File: src/hdl/pdec_pkg.sv
// Purpose: constants and types shared by the power-down entry control block
// Assumes: 100 MHz ref_clk, plain register port with 4-bit byte address
// Notes:   offsets are byte addresses of 32-bit words
`default_nettype none
package pdec_pkg;

  // ****************************************************************
  // register map
  // ****************************************************************
  localparam logic [3:0] CTRL_OFFSET = 4'h0;
  localparam logic [3:0] WAKE_EN_OFFSET = 4'h4;
  localparam logic [3:0] WAKE_LVL_OFFSET = 4'h8;
  localparam logic [3:0] STATUS_OFFSET = 4'hC;

  // ****************************************************************
  // field positions and reset values
  // ****************************************************************
  localparam int CTRL_WAKE_SEL_BIT = 0;
  localparam int CTRL_TWC_BIT = 1;
  localparam int CTRL_MUX_BIT = 2;
  localparam int CTRL_FIX_BIT = 3;
  localparam int CTRL_WDT_BIT = 4;
  localparam logic [4:0] CTRL_RESET = 5'h18;
  localparam logic [7:0] WAKE_EN_RESET = 8'h00;
  localparam logic [7:0] WAKE_LVL_RESET = 8'h00;
  localparam logic [7:0] IGNORED_CNT_RESET = 8'h00;
  localparam int STATUS_STATE_LSB = 0;
  localparam int STATUS_NMI_BIT = 4;
  localparam int STATUS_WAKE_BIT = 5;
  localparam int STATUS_CNT_LSB = 8;

  // ****************************************************************
  // types
  // ****************************************************************
  typedef struct packed {
    logic wdt_enable;
    logic fix_enable;
    logic mux_bus;
    logic tristate_wait_ctl;
    logic powerdown_wake_select;
  } pdec_ctrl_type;

  typedef enum logic [2:0] {
    PDEC_RUN = 3'b000,
    PDEC_DRAIN = 3'b001,
    PDEC_QUASI = 3'b010,
    PDEC_PDOWN = 3'b011
  } pdec_state_type;

endpackage : pdec_pkg
`default_nettype wire

File: src/hdl/pdec_power_down_entry_control.sv
// Purpose: decides whether a power-down instruction enters power-down
// Assumes: cpu decode pulses power_down_instr for one cycle per instruction
// Notes:   fix_enable clear reproduces the quasi-idle fetch stall
`timescale 1ns/1ps
`default_nettype none
module pdec_power_down_entry_control #(
  parameter int WAKE_PINS = 8
) (
  input wire logic ref_clk,
  input wire logic resetn,
  input wire logic [3:0] reg_addr,
  input wire logic [31:0] reg_wdata,
  input wire logic reg_write,
  input wire logic reg_read,
  output logic [31:0] reg_rdata,
  input wire logic power_down_instr,
  input wire logic next_fetch_external,
  input wire logic prev_ext_write,
  input wire logic ext_write_pending,
  input wire logic prefetch_pending,
  input wire logic nmi_n,
  input wire logic [WAKE_PINS-1:0] port_two,
  input wire logic watchdog_overflow,
  output logic fetch_enable,
  output logic irq_service_enable,
  output logic periph_event_xfer_enable,
  output logic power_down_active,
  output logic quasi_idle,
  output logic instr_ignored,
  output logic device_reset_req
);

  // ****************************************************************
  // pin synchronisers
  // ****************************************************************
  logic [WAKE_PINS:0] pins_sync;
  logic nmi_high;
  logic [WAKE_PINS-1:0] port_two_sync;

  pdec_sync #(
    .WIDTH(WAKE_PINS + 1),
    .INIT({1'b1, {WAKE_PINS{1'b0}}})
  ) u_sync (
    .ref_clk(ref_clk),
    .resetn(resetn),
    .async_in({nmi_n, port_two}),
    .sync_out(pins_sync)
  );

  assign nmi_high = pins_sync[WAKE_PINS];
  assign port_two_sync = pins_sync[WAKE_PINS-1:0];

  // ****************************************************************
  // registers
  // ****************************************************************
  pdec_pkg::pdec_ctrl_type ctrl_reg;
  pdec_pkg::pdec_ctrl_type ctrl_next;
  logic [WAKE_PINS-1:0] wake_en_reg;
  logic [WAKE_PINS-1:0] wake_en_next;
  logic [WAKE_PINS-1:0] wake_lvl_reg;
  logic [WAKE_PINS-1:0] wake_lvl_next;
  logic [31:0] rdata_reg;
  logic [31:0] rdata_next;
  logic [7:0] ignored_cnt_reg;
  logic [7:0] ignored_cnt_next;
  pdec_pkg::pdec_state_type state_reg;
  pdec_pkg::pdec_state_type state_next;
  logic ignored_reg;
  logic ignored_next;
  logic wdt_reset_reg;
  logic wdt_reset_next;

  logic wake_pin_active;
  logic wake_blocks;
  logic stall_now;
  logic bus_busy;

  // ****************************************************************
  // wake condition
  // ****************************************************************
  // a pin is active when it matches its programmed level
  assign wake_pin_active =
      |(wake_en_reg & ~(port_two_sync ^ wake_lvl_reg));
  assign wake_blocks = ctrl_reg.powerdown_wake_select ?
      wake_pin_active :
      nmi_high;
  assign bus_busy = ext_write_pending | prefetch_pending;
  // the stall happens only when following code comes from outside
  assign stall_now = next_fetch_external &
      ((ctrl_reg.mux_bus & ~ctrl_reg.tristate_wait_ctl) |
       prev_ext_write);

  // ****************************************************************
  // register port
  // ****************************************************************
  always_comb begin
    ctrl_next = ctrl_reg;
    wake_en_next = wake_en_reg;
    wake_lvl_next = wake_lvl_reg;
    rdata_next = 32'h0000_0000;
    if (reg_write) begin
      unique case (reg_addr)
        pdec_pkg::CTRL_OFFSET: begin
          ctrl_next = reg_wdata[pdec_pkg::CTRL_WDT_BIT:0];
        end
        pdec_pkg::WAKE_EN_OFFSET: begin
          wake_en_next = reg_wdata[WAKE_PINS-1:0];
        end
        pdec_pkg::WAKE_LVL_OFFSET: begin
          wake_lvl_next = reg_wdata[WAKE_PINS-1:0];
        end
        default: begin
        end
      endcase
    end
    if (reg_read) begin
      unique case (reg_addr)
        pdec_pkg::CTRL_OFFSET: begin
          rdata_next[pdec_pkg::CTRL_WDT_BIT:0] = ctrl_reg;
        end
        pdec_pkg::WAKE_EN_OFFSET: begin
          rdata_next[WAKE_PINS-1:0] = wake_en_reg;
        end
        pdec_pkg::WAKE_LVL_OFFSET: begin
          rdata_next[WAKE_PINS-1:0] = wake_lvl_reg;
        end
        pdec_pkg::STATUS_OFFSET: begin
          rdata_next[pdec_pkg::STATUS_STATE_LSB +: 3] = state_reg;
          rdata_next[pdec_pkg::STATUS_NMI_BIT] = nmi_high;
          rdata_next[pdec_pkg::STATUS_WAKE_BIT] = wake_blocks;
          rdata_next[pdec_pkg::STATUS_CNT_LSB +: 8] = ignored_cnt_reg;
        end
        default: begin
          // unmapped offsets read as zero
        end
      endcase
    end
  end

  // ****************************************************************
  // entry sequencer
  // ****************************************************************
  always_comb begin
    state_next = state_reg;
    ignored_next = 1'b0;
    ignored_cnt_next = ignored_cnt_reg;
    // watchdog acts in every state, quasi-idle included
    wdt_reset_next = watchdog_overflow & ctrl_reg.wdt_enable;
    unique case (state_reg)
      pdec_pkg::PDEC_RUN: begin
        if (power_down_instr) begin
          // fault conditions are sampled with the instruction itself
          if (ctrl_reg.fix_enable && bus_busy) begin
            state_next = pdec_pkg::PDEC_DRAIN;
          end else if (!wake_blocks) begin
            state_next = pdec_pkg::PDEC_PDOWN;
          end else if (!ctrl_reg.fix_enable && stall_now) begin
            state_next = pdec_pkg::PDEC_QUASI;
          end else begin
            ignored_next = 1'b1;
            ignored_cnt_next = ignored_cnt_reg + 8'h01;
          end
        end
      end
      pdec_pkg::PDEC_DRAIN: begin
        // fetch held off until the bus is quiet, then decide once
        if (!bus_busy) begin
          if (!wake_blocks) begin
            state_next = pdec_pkg::PDEC_PDOWN;
          end else begin
            state_next = pdec_pkg::PDEC_RUN;
            ignored_next = 1'b1;
            ignored_cnt_next = ignored_cnt_reg + 8'h01;
          end
        end
      end
      pdec_pkg::PDEC_QUASI: begin
        // only a low nmi leaves; the wake-select pins do not
        if (!nmi_high) begin
          state_next = pdec_pkg::PDEC_PDOWN;
        end
      end
      pdec_pkg::PDEC_PDOWN: begin
        // woken by the same source that would have blocked entry
        if (wake_blocks) begin
          state_next = pdec_pkg::PDEC_RUN;
        end
      end
      default: begin
        state_next = pdec_pkg::PDEC_RUN;
      end
    endcase
  end

  always_ff @(posedge ref_clk or negedge resetn) begin
    if (!resetn) begin
      ctrl_reg <= pdec_pkg::CTRL_RESET;
      wake_en_reg <= pdec_pkg::WAKE_EN_RESET;
      wake_lvl_reg <= pdec_pkg::WAKE_LVL_RESET;
      rdata_reg <= 32'h0000_0000;
      ignored_cnt_reg <= pdec_pkg::IGNORED_CNT_RESET;
      state_reg <= pdec_pkg::PDEC_RUN;
      ignored_reg <= 1'b0;
      wdt_reset_reg <= 1'b0;
    end else begin
      ctrl_reg <= ctrl_next;
      wake_en_reg <= wake_en_next;
      wake_lvl_reg <= wake_lvl_next;
      rdata_reg <= rdata_next;
      ignored_cnt_reg <= ignored_cnt_next;
      state_reg <= state_next;
      ignored_reg <= ignored_next;
      wdt_reset_reg <= wdt_reset_next;
    end
  end

  // ****************************************************************
  // outputs
  // ****************************************************************
  assign reg_rdata = rdata_reg;
  assign fetch_enable = (state_reg == pdec_pkg::PDEC_RUN);
  assign irq_service_enable =
      (state_reg == pdec_pkg::PDEC_RUN);
  assign periph_event_xfer_enable =
      (state_reg == pdec_pkg::PDEC_RUN);
  assign quasi_idle = (state_reg == pdec_pkg::PDEC_QUASI);
  assign power_down_active = (state_reg == pdec_pkg::PDEC_PDOWN);
  assign instr_ignored = ignored_reg;
  assign device_reset_req = wdt_reset_reg;

endmodule : pdec_power_down_entry_control
`default_nettype wire

File: src/hdl/pdec_sync.sv
// Purpose: three-stage input synchroniser with agreement filter
// Assumes: inputs asynchronous to ref_clk
// Notes:   output changes only when stages two and three agree
`timescale 1ns/1ps
`default_nettype none
module pdec_sync #(
  parameter int WIDTH = 1,
  parameter logic [WIDTH-1:0] INIT = '0
) (
  input wire logic ref_clk,
  input wire logic resetn,
  input wire logic [WIDTH-1:0] async_in,
  output logic [WIDTH-1:0] sync_out
);

  logic [WIDTH-1:0] s1_reg;
  logic [WIDTH-1:0] s2_reg;
  logic [WIDTH-1:0] s3_reg;
  logic [WIDTH-1:0] out_reg;
  logic [WIDTH-1:0] out_next;

  always_comb begin
    // per-bit: a level only counts once two later stages agree
    out_next = (s2_reg & s3_reg) | (out_reg & (s2_reg | s3_reg));
  end

  always_ff @(posedge ref_clk or negedge resetn) begin
    if (!resetn) begin
      s1_reg <= INIT;
      s2_reg <= INIT;
      s3_reg <= INIT;
      out_reg <= INIT;
    end else begin
      s1_reg <= async_in;
      s2_reg <= s1_reg;
      s3_reg <= s2_reg;
      out_reg <= out_next;
    end
  end

  assign sync_out = out_reg;

endmodule : pdec_sync
`default_nettype wire

File: config.mk
export PLATFORM = sky130hd
export DESIGN_NAME = pdec_power_down_entry_control
export DESIGN_NICKNAME = d
export VERILOG_FILES = /design/src/hdl/pdec_pkg.sv /design/src/hdl/pdec_power_down_entry_control.sv /design/src/hdl/pdec_sync.sv
export SDC_FILE = /design/constraint.sdc
export NUM_CORES = 1
export LEC_CHECK = 0
export ABC_AREA = 1
export BUFFER_PORTS_ARGS = -buffer_cell sky130_fd_sc_hd__buf_2
export CAP_MARGIN = 10
export CORE_MARGIN = 8
export CORE_UTILIZATION = 34
export CTS_BUF_LIST = sky130_fd_sc_hd__clkbuf_4 sky130_fd_sc_hd__clkbuf_8 sky130_fd_sc_hd__clkbuf_16
export CTS_CLUSTER_SIZE = 24
export DETAILED_ROUTE_END_ITERATION = 10
export SYNTH_ARGS = -nofsm -noshare
export SYNTH_HDL_FRONTEND = slang
export SYNTH_SLANG_ARGS = --single-unit
File: constraint.sdc
create_clock -name ref_clk -period 3.8 [get_ports ref_clk]
set_input_delay 0.38 -clock ref_clk [delete_from_list [all_inputs] [get_ports ref_clk]]
set_output_delay 0.38 -clock ref_clk [all_outputs]
set_load 0.01 [all_outputs]
---- After elaboration in Yosys (flattened, before gate mapping) ----
Cells that the tools add are included.
word-level totals
  bits in registers ....................... 86
  output and inout bits ................... 39
cells by class
  add/subtract/negate cells ............... 1
  equality and inequality tests ........... 15
  mux-type cells .......................... 31
  bitwise operators ....................... 13
  reductions and logical operators ........ 12
operators by type and width
  kind                                                    count
  two-way mux 8 bit                                       7
  one-hot mux 3 bit (4 select lines)                      2
  two-way mux 3 bit                                       7
  bitwise AND 9 bit                                       2
  OR 9 bit                                                2
  two-way mux 16 bit                                      1
  one-hot mux 8 bit (2 select lines)                      1
  inequality test 2 bit (second input constant)           6
  adder 8 x 1 -> 8 bit (second input constant)            1
  bitwise AND 8 bit                                       1
  == test 4 bit (second input constant)                   2
  NOT 8 bit                                               1
  OR reduction 8 bit                                      1
  bitwise XOR 8 bit                                       1
  two-way mux 1 bit                                       7
  AND reduction 7 bit                                     1
  == test 3 x 2 -> 1 bit (second input constant)          2
  one-hot mux 1 bit (3 select lines)                      2
  AND reduction 2 bit                                     3
  AND reduction 5 bit                                     1
  == test 4 x 3 -> 1 bit (second input constant)          1
  logical NOT 4 bit                                       1
  inequality test 2 x 1 -> 1 bit (second input constant)  2
  inequality test 4 x 2 -> 1 bit (second input constant)  1
  12 further kinds                                        16

---- Depth between registers and ports, before layout ----
  word-level depth ........................ 10
  mapped depth ............................ 11
  mapped depth without buffers ............ 11

---- Modules after synthesis ----
From an unflattened synthesis, not the netlist that was laid out.
unflattened totals
  cells, all modules ...................... 377
  area, all modules ....................... 3570.9 um^2
modules (own cells, without submodules)
  module                         times used  cells each  area an instance (um^2)
  pdec_power_down_entry_control  1           305         2518.7
  pdec_sync                      1           72          1052.3

---- Least setup slack after synthesis ----
OpenSTA, ideal clock, no wires.
  path kind ............................... input to register
  start ................................... input port reg_addr[1]
  end ..................................... register wake_en_reg[6]
  library setup time ...................... 0.117 ns
  arrival ................................. 1.303 ns
  required time ........................... 3.683 ns
  slack ................................... 2.380 ns
  stages on the path ...................... 7
  cells stage by stage .................... nor2_2 inv_1 nor3_4 nand2_4 buf_6 nand2_1 o21ai_2
between the ends
  longest elaborated chain between the ends .. 2
ends and longest elaborated chain
  element                               line                                  text
  start: declaration                    pdec_power_down_entry_control.sv:11   input wire logic [3:0] reg_addr,
  == test 4 x 3 -> 1 bit                pdec_power_down_entry_control.sv:102  unique case (reg_addr)
  AND reduction 2 bit (no source line)  --
  end signal: assignment                pdec_power_down_entry_control.sv:198  wake_en_reg <= pdec_pkg::WAKE_EN_RESET;
  end signal: assignment                pdec_power_down_entry_control.sv:207  wake_en_reg <= wake_en_next;
  end: declaration                      pdec_power_down_entry_control.sv:58   logic [WAKE_PINS-1:0] wake_en_reg;
No other way between the ends.
A chain may end at the register's enable or synchronous reset.

---- Worst setup path in the final report ----
  start ................................... register u_sync.out_reg[3] (netlist: u_sync.sync_out[3])
  end ..................................... register ignored_cnt_reg[3]
between the ends
  longest elaborated chain between the ends .. 7
  elaborated cells between the ends (all ways) .. 8
  those cells by class .................... 2 x eq/ne; 1 x mux; 3 x bitwise; 2 x reduce/logical
ends and longest elaborated chain
  element                                                                                   line                                  text
  start: declaration                                                                        pdec_sync.sv:19                       logic [WIDTH-1:0] out_reg;
  start signal: assignment                                                                  pdec_sync.sv:37                       out_reg <= out_next;
  bitwise XOR 8 bit *                                                                       pdec_power_down_entry_control.sv:83   |(wake_en_reg & ~(port_two_sync ^ wake_lvl_reg));
  NOT 8 bit *                                                                               pdec_power_down_entry_control.sv:83
  bitwise AND 8 bit *                                                                       pdec_power_down_entry_control.sv:83
  OR reduction 8 bit *                                                                      pdec_power_down_entry_control.sv:83
  two-way mux 1 bit *                                                                       pdec_power_down_entry_control.sv:84   assign wake_blocks = ctrl_reg.powerdown_wake_select ?
  inequality test 2 bit (no source line) or inequality test 2 x 1 -> 1 bit (tied branches)  --
  AND reduction 7 bit (no source line) *                                                    --
  end signal: assignment                                                                    pdec_power_down_entry_control.sv:201  ignored_cnt_reg <= pdec_pkg::IGNORED_CNT_RESET;
  end signal: assignment                                                                    pdec_power_down_entry_control.sv:210  ignored_cnt_reg <= ignored_cnt_next;
  end: declaration                                                                          pdec_power_down_entry_control.sv:64   logic [7:0] ignored_cnt_reg;
Mark *: on every way between the ends. The rest lies on a longest branch, timed or not.

==> metrics <==
run status=completed; Final Wtd Congestion=0.8431; DRT antenna net count=0; first drt pass iteration count=4; number of enable-type register cells in the synthesized netlist=0; critical path launch point=u_sync.sync_out[3]; violation count after the first detailed-route iteration=97; min Tclk post-route=1.665 ns; Vert. Die Dim=117.7 um; estimated wirelength of the detail-placed design=5230 um; post-route fraction of the period consumed by the critical path=0.4382; Via-to-Cell Ratio=4.361; number of global-route vias before repair=2334; TritonCTS clock tree=built; capturing element type of the critical path=register; max reg flops=16; area of the multi-input gates=1102 um2; crit-path leading delay family=simple AND/OR/NAND/NOR gates; total standard cell area after synthesis=3516 um2; buffers inserted during post-CTS setup optimization=0; startpoint of the worst-slack reg-to-reg timing path=u_sync.sync_out[3]; met3 wire length=408 um; maximum clock insertion buffer count=2; Clk Latency, worst-skew pair=0.36 ns; Yosys reg bits=85; largest net degree at the start of global routing=57; count of input and output buffers=53; die boundary width=117.7 um; detailed route wirelength on metal2=3115 um; Via Count=2381; wire length on met1=3385 um; Resized Gates After CTS=0; total power density per cell area=551.5 nW/um2; wire length per cell=12.93 um; Critical Path Fanout Max=16; cell type contributing the most total cell area after synthesis=sky130_fd_sc_hd__dfrtp_1; Antenna Cells=0; I/O pins=94; Synth area leaders=sky130_fd_sc_hd__dfrtp_1 56%, sky130_fd_sc_hd__nand2_1 8.2%, sky130_fd_sc_hd__dfstp_2 4.5%; top-count cell post-synth=sky130_fd_sc_hd__dfrtp_1; share of synthesized cell area in and, or, nand and nor gates=0.1705; critical path startpoint category=register; clock transition at the register clock pins on the worst setup and hold paths after CTS=0.08 ns; Placement Rows=37; number of warning messages in the yosys log=0; maximum capacitance violations=0; Synth cell types=34; number of H-tree branching levels=3; sequential cell area fraction in the yosys report=0.6071; Post-synth ARST share=1.000; number of buffers added by the clock tree synthesis step=9; Worst Max-Slew Pin Slew=0.6798 ns; setup skew after layout=0.01183 ns; filler cell count=1019; largest family of logic cells by synthesized area=simple AND/OR/NAND/NOR gates; floorplan die area=13850 um2; highest cell delay on the worst timing path=0.40 ns; Overall Global Routing Usage=0.1070; nets@finish=461; Hold Path Class=in -> async; data arrival time at the worst-slack endpoint=1.92 ns; CP required=4.05 ns; antenna violations before repair=1; setup repair after global routing missed its margin=false; synthesized area divided by synthesized cell count=10.16 um2; Slowest cell on crit path=sky130_fd_sc_hd__dfrtp_1; number of buffers and inverters on the critical path=1; Leakage=2.042 nW; fmax=600.5 MHz; adder and majority gate portion of the synthesized area=0.02918; IR Drop Worst-Case VDD=0.1809 mV; post-synthesis mux area share=0; proportion of layout cells with a drive suffix above 1=0.2512; grt total ovfl=0; number of slew-limit violations in the final report=0; max_slew headroom=0.5468; Root Buffer Master=sky130_fd_sc_hd__clkbuf_8; primary flip-flop cell chosen by synthesis mapping=sky130_fd_sc_hd__dfrtp_1; fraction of post-synthesis cell area in the top cell type by area=0.5623; setup TNS after final layout=0 ns; Starting Density=0.3452; top cells by instance count after synthesis=79 x sky130_fd_sc_hd__dfrtp_1, 77 x sky130_fd_sc_hd__nand2_1, 42 x sky130_fd_sc_hd__inv_1; hold-fix buffer count after cts=0; Post-Syn Instances=346; Final setup violation count=0; cell repeated most along the worst path=sky130_fd_sc_hd__nand2_1; global-route wire length before repair=11790 um; layout overhead on the synthesized area=15.16%; Floorplan Core Area=10180 um2; Worst Path Class, Setup=reg -> reg; xor and xnor fraction of the mapped netlist area=0.01246; total power after layout=2.233 mW; cell breakdown of the critical path=inv_1 > nand2_1 > nand3_1 > o21ai_1 > nor2_1 > nand2_2 > nand2_2 > nor2_4 > nand2_1 > nand2_1 > nand2_1; fraction of the mapped netlist area in compound gates=0.08434; Post-route DRC=0; number of failing hold endpoints at the final stage=0; storage element area=2135 um2; top routing layer in use=met5; clock sink count=85; total wire length=7062 um
[cell families (layout without fill, tap and decap cells)]
logic type,Yosys count,count (layout)
AOI/OAI and AO/OA,46,46
xor gates and xnor gates,5,5
adders and majority gates,10,10
buffers and inverters,67,116
DFF,85,85
other,1,16
and+or+nand+nor,132,132
[worst paths after layout]
path / to / slack, ns / depth (start not counted)
worst max-delay path: ignored_cnt_reg[3] / 2.13 / 11
worst min-delay path: u_sync.s2_reg[7] / 0.07 / 1
worst max register to register: ignored_cnt_reg[3] / 2.13 / 11
worst min register to register: u_sync.s2_reg[2] / 0.35 / 0
max in group asynchronous: u_sync.sync_out[8] / 2.84 / 2
min in group ref_clk: u_sync.s1_reg[3] / 0.12 / 1
[cell type report]
class | instances | share of cell area
clock inverter | 4 | 0.007108
timing repair buffer | 54 | 0.06799
sequential | 85 | 0.5272
multi-input combinational | 209 | 0.2723
inverter | 46 | 0.04265
clock buffer | 12 | 0.04079
tap | 136 | 0.04203
[metal layers]
metal | global-route usage | vias up
met5 | 0 | -
met4 | 0.05284 | 2
met2 | 0.1511 | 71
li1 | - | 1183
met3 | 0.04269 | 12
met1 | 0.1389 | 1113
[per-stage QoR]
step / hold slack (ns) / std cells / instance area (um2) / setup WS (ns) / util
global placement: 0.3310 / 530 / 3855 / 2.076 / 0.3785
finish: 0.07039 / 546 / 4049 / 2.135 / 0.3975
detailed placement: 0.3358 / 530 / 3855 / 1.995 / 0.3785
floorplan: 0.08441 / 361 / 3572 / 2.380 / -
CTS: 0.07560 / 546 / 4049 / 2.118 / 0.3975
global route: 0.09152 / 546 / 4049 / 1.958 / 0.3975
[where the power goes]
part	internal [mW]	total, mW	switching (mW)	leakage (nW)
Clock	0.292	0.610	0.318	0.0950
Sequential	1.03	1.14	0.103	1.05
Combinational	0.177	0.487	0.310	0.893
Total	1.50	2.23	0.730	2.04
[cells in the final DEF (no fill, tap or decap)]
master / Yosys / final
sky130_fd_sc_hd__o21ai_0: 19 / 19
sky130_fd_sc_hd__ha_1: 1 / 1
sky130_fd_sc_hd__nor3_1: 2 / 2
sky130_fd_sc_hd__clkinvlp_4: 0 / 2
sky130_fd_sc_hd__inv_6: 0 / 1
sky130_fd_sc_hd__nand2_1: 77 / 77
sky130_fd_sc_hd__clkinv_2: 0 / 1
sky130_fd_sc_hd__a221oi_1: 3 / 3
sky130_fd_sc_hd__buf_2: 1 / 52
sky130_fd_sc_hd__nor2_2: 1 / 1
sky130_fd_sc_hd__maj3_1: 9 / 9
sky130_fd_sc_hd__a22oi_2: 1 / 1
sky130_fd_sc_hd__nor2_4: 2 / 2
sky130_fd_sc_hd__o211ai_1: 2 / 2
sky130_fd_sc_hd__inv_1: 42 / 42
sky130_fd_sc_hd__nand4_1: 2 / 2
sky130_fd_sc_hd__dfstp_2: 6 / 6
sky130_fd_sc_hd__clkbuf_8: 0 / 12
sky130_fd_sc_hd__nand3_2: 3 / 3
sky130_fd_sc_hd__nor4_1: 1 / 1
sky130_fd_sc_hd__inv_2: 4 / 4
sky130_fd_sc_hd__o21ai_1: 3 / 3
sky130_fd_sc_hd__dfrtp_1: 79 / 79
sky130_fd_sc_hd__a21oi_1: 4 / 4
sky130_fd_sc_hd__a211oi_1: 1 / 1
sky130_fd_sc_hd__nand3_1: 12 / 12
sky130_fd_sc_hd__nand2_4: 1 / 1
sky130_fd_sc_hd__o21a_1: 1 / 1
sky130_fd_sc_hd__nor3_4: 2 / 2
sky130_fd_sc_hd__o22ai_1: 3 / 3
sky130_fd_sc_hd__or2_2: 1 / 1
sky130_fd_sc_hd__xor2_1: 5 / 5
sky130_fd_sc_hd__nor2_1: 25 / 25
sky130_fd_sc_hd__conb_1: 1 / 16
sky130_fd_sc_hd__buf_4: 18 / 2
sky130_fd_sc_hd__nand2_2: 3 / 3
sky130_fd_sc_hd__o21ai_2: 9 / 9
(Power assumes the default switching activity.)
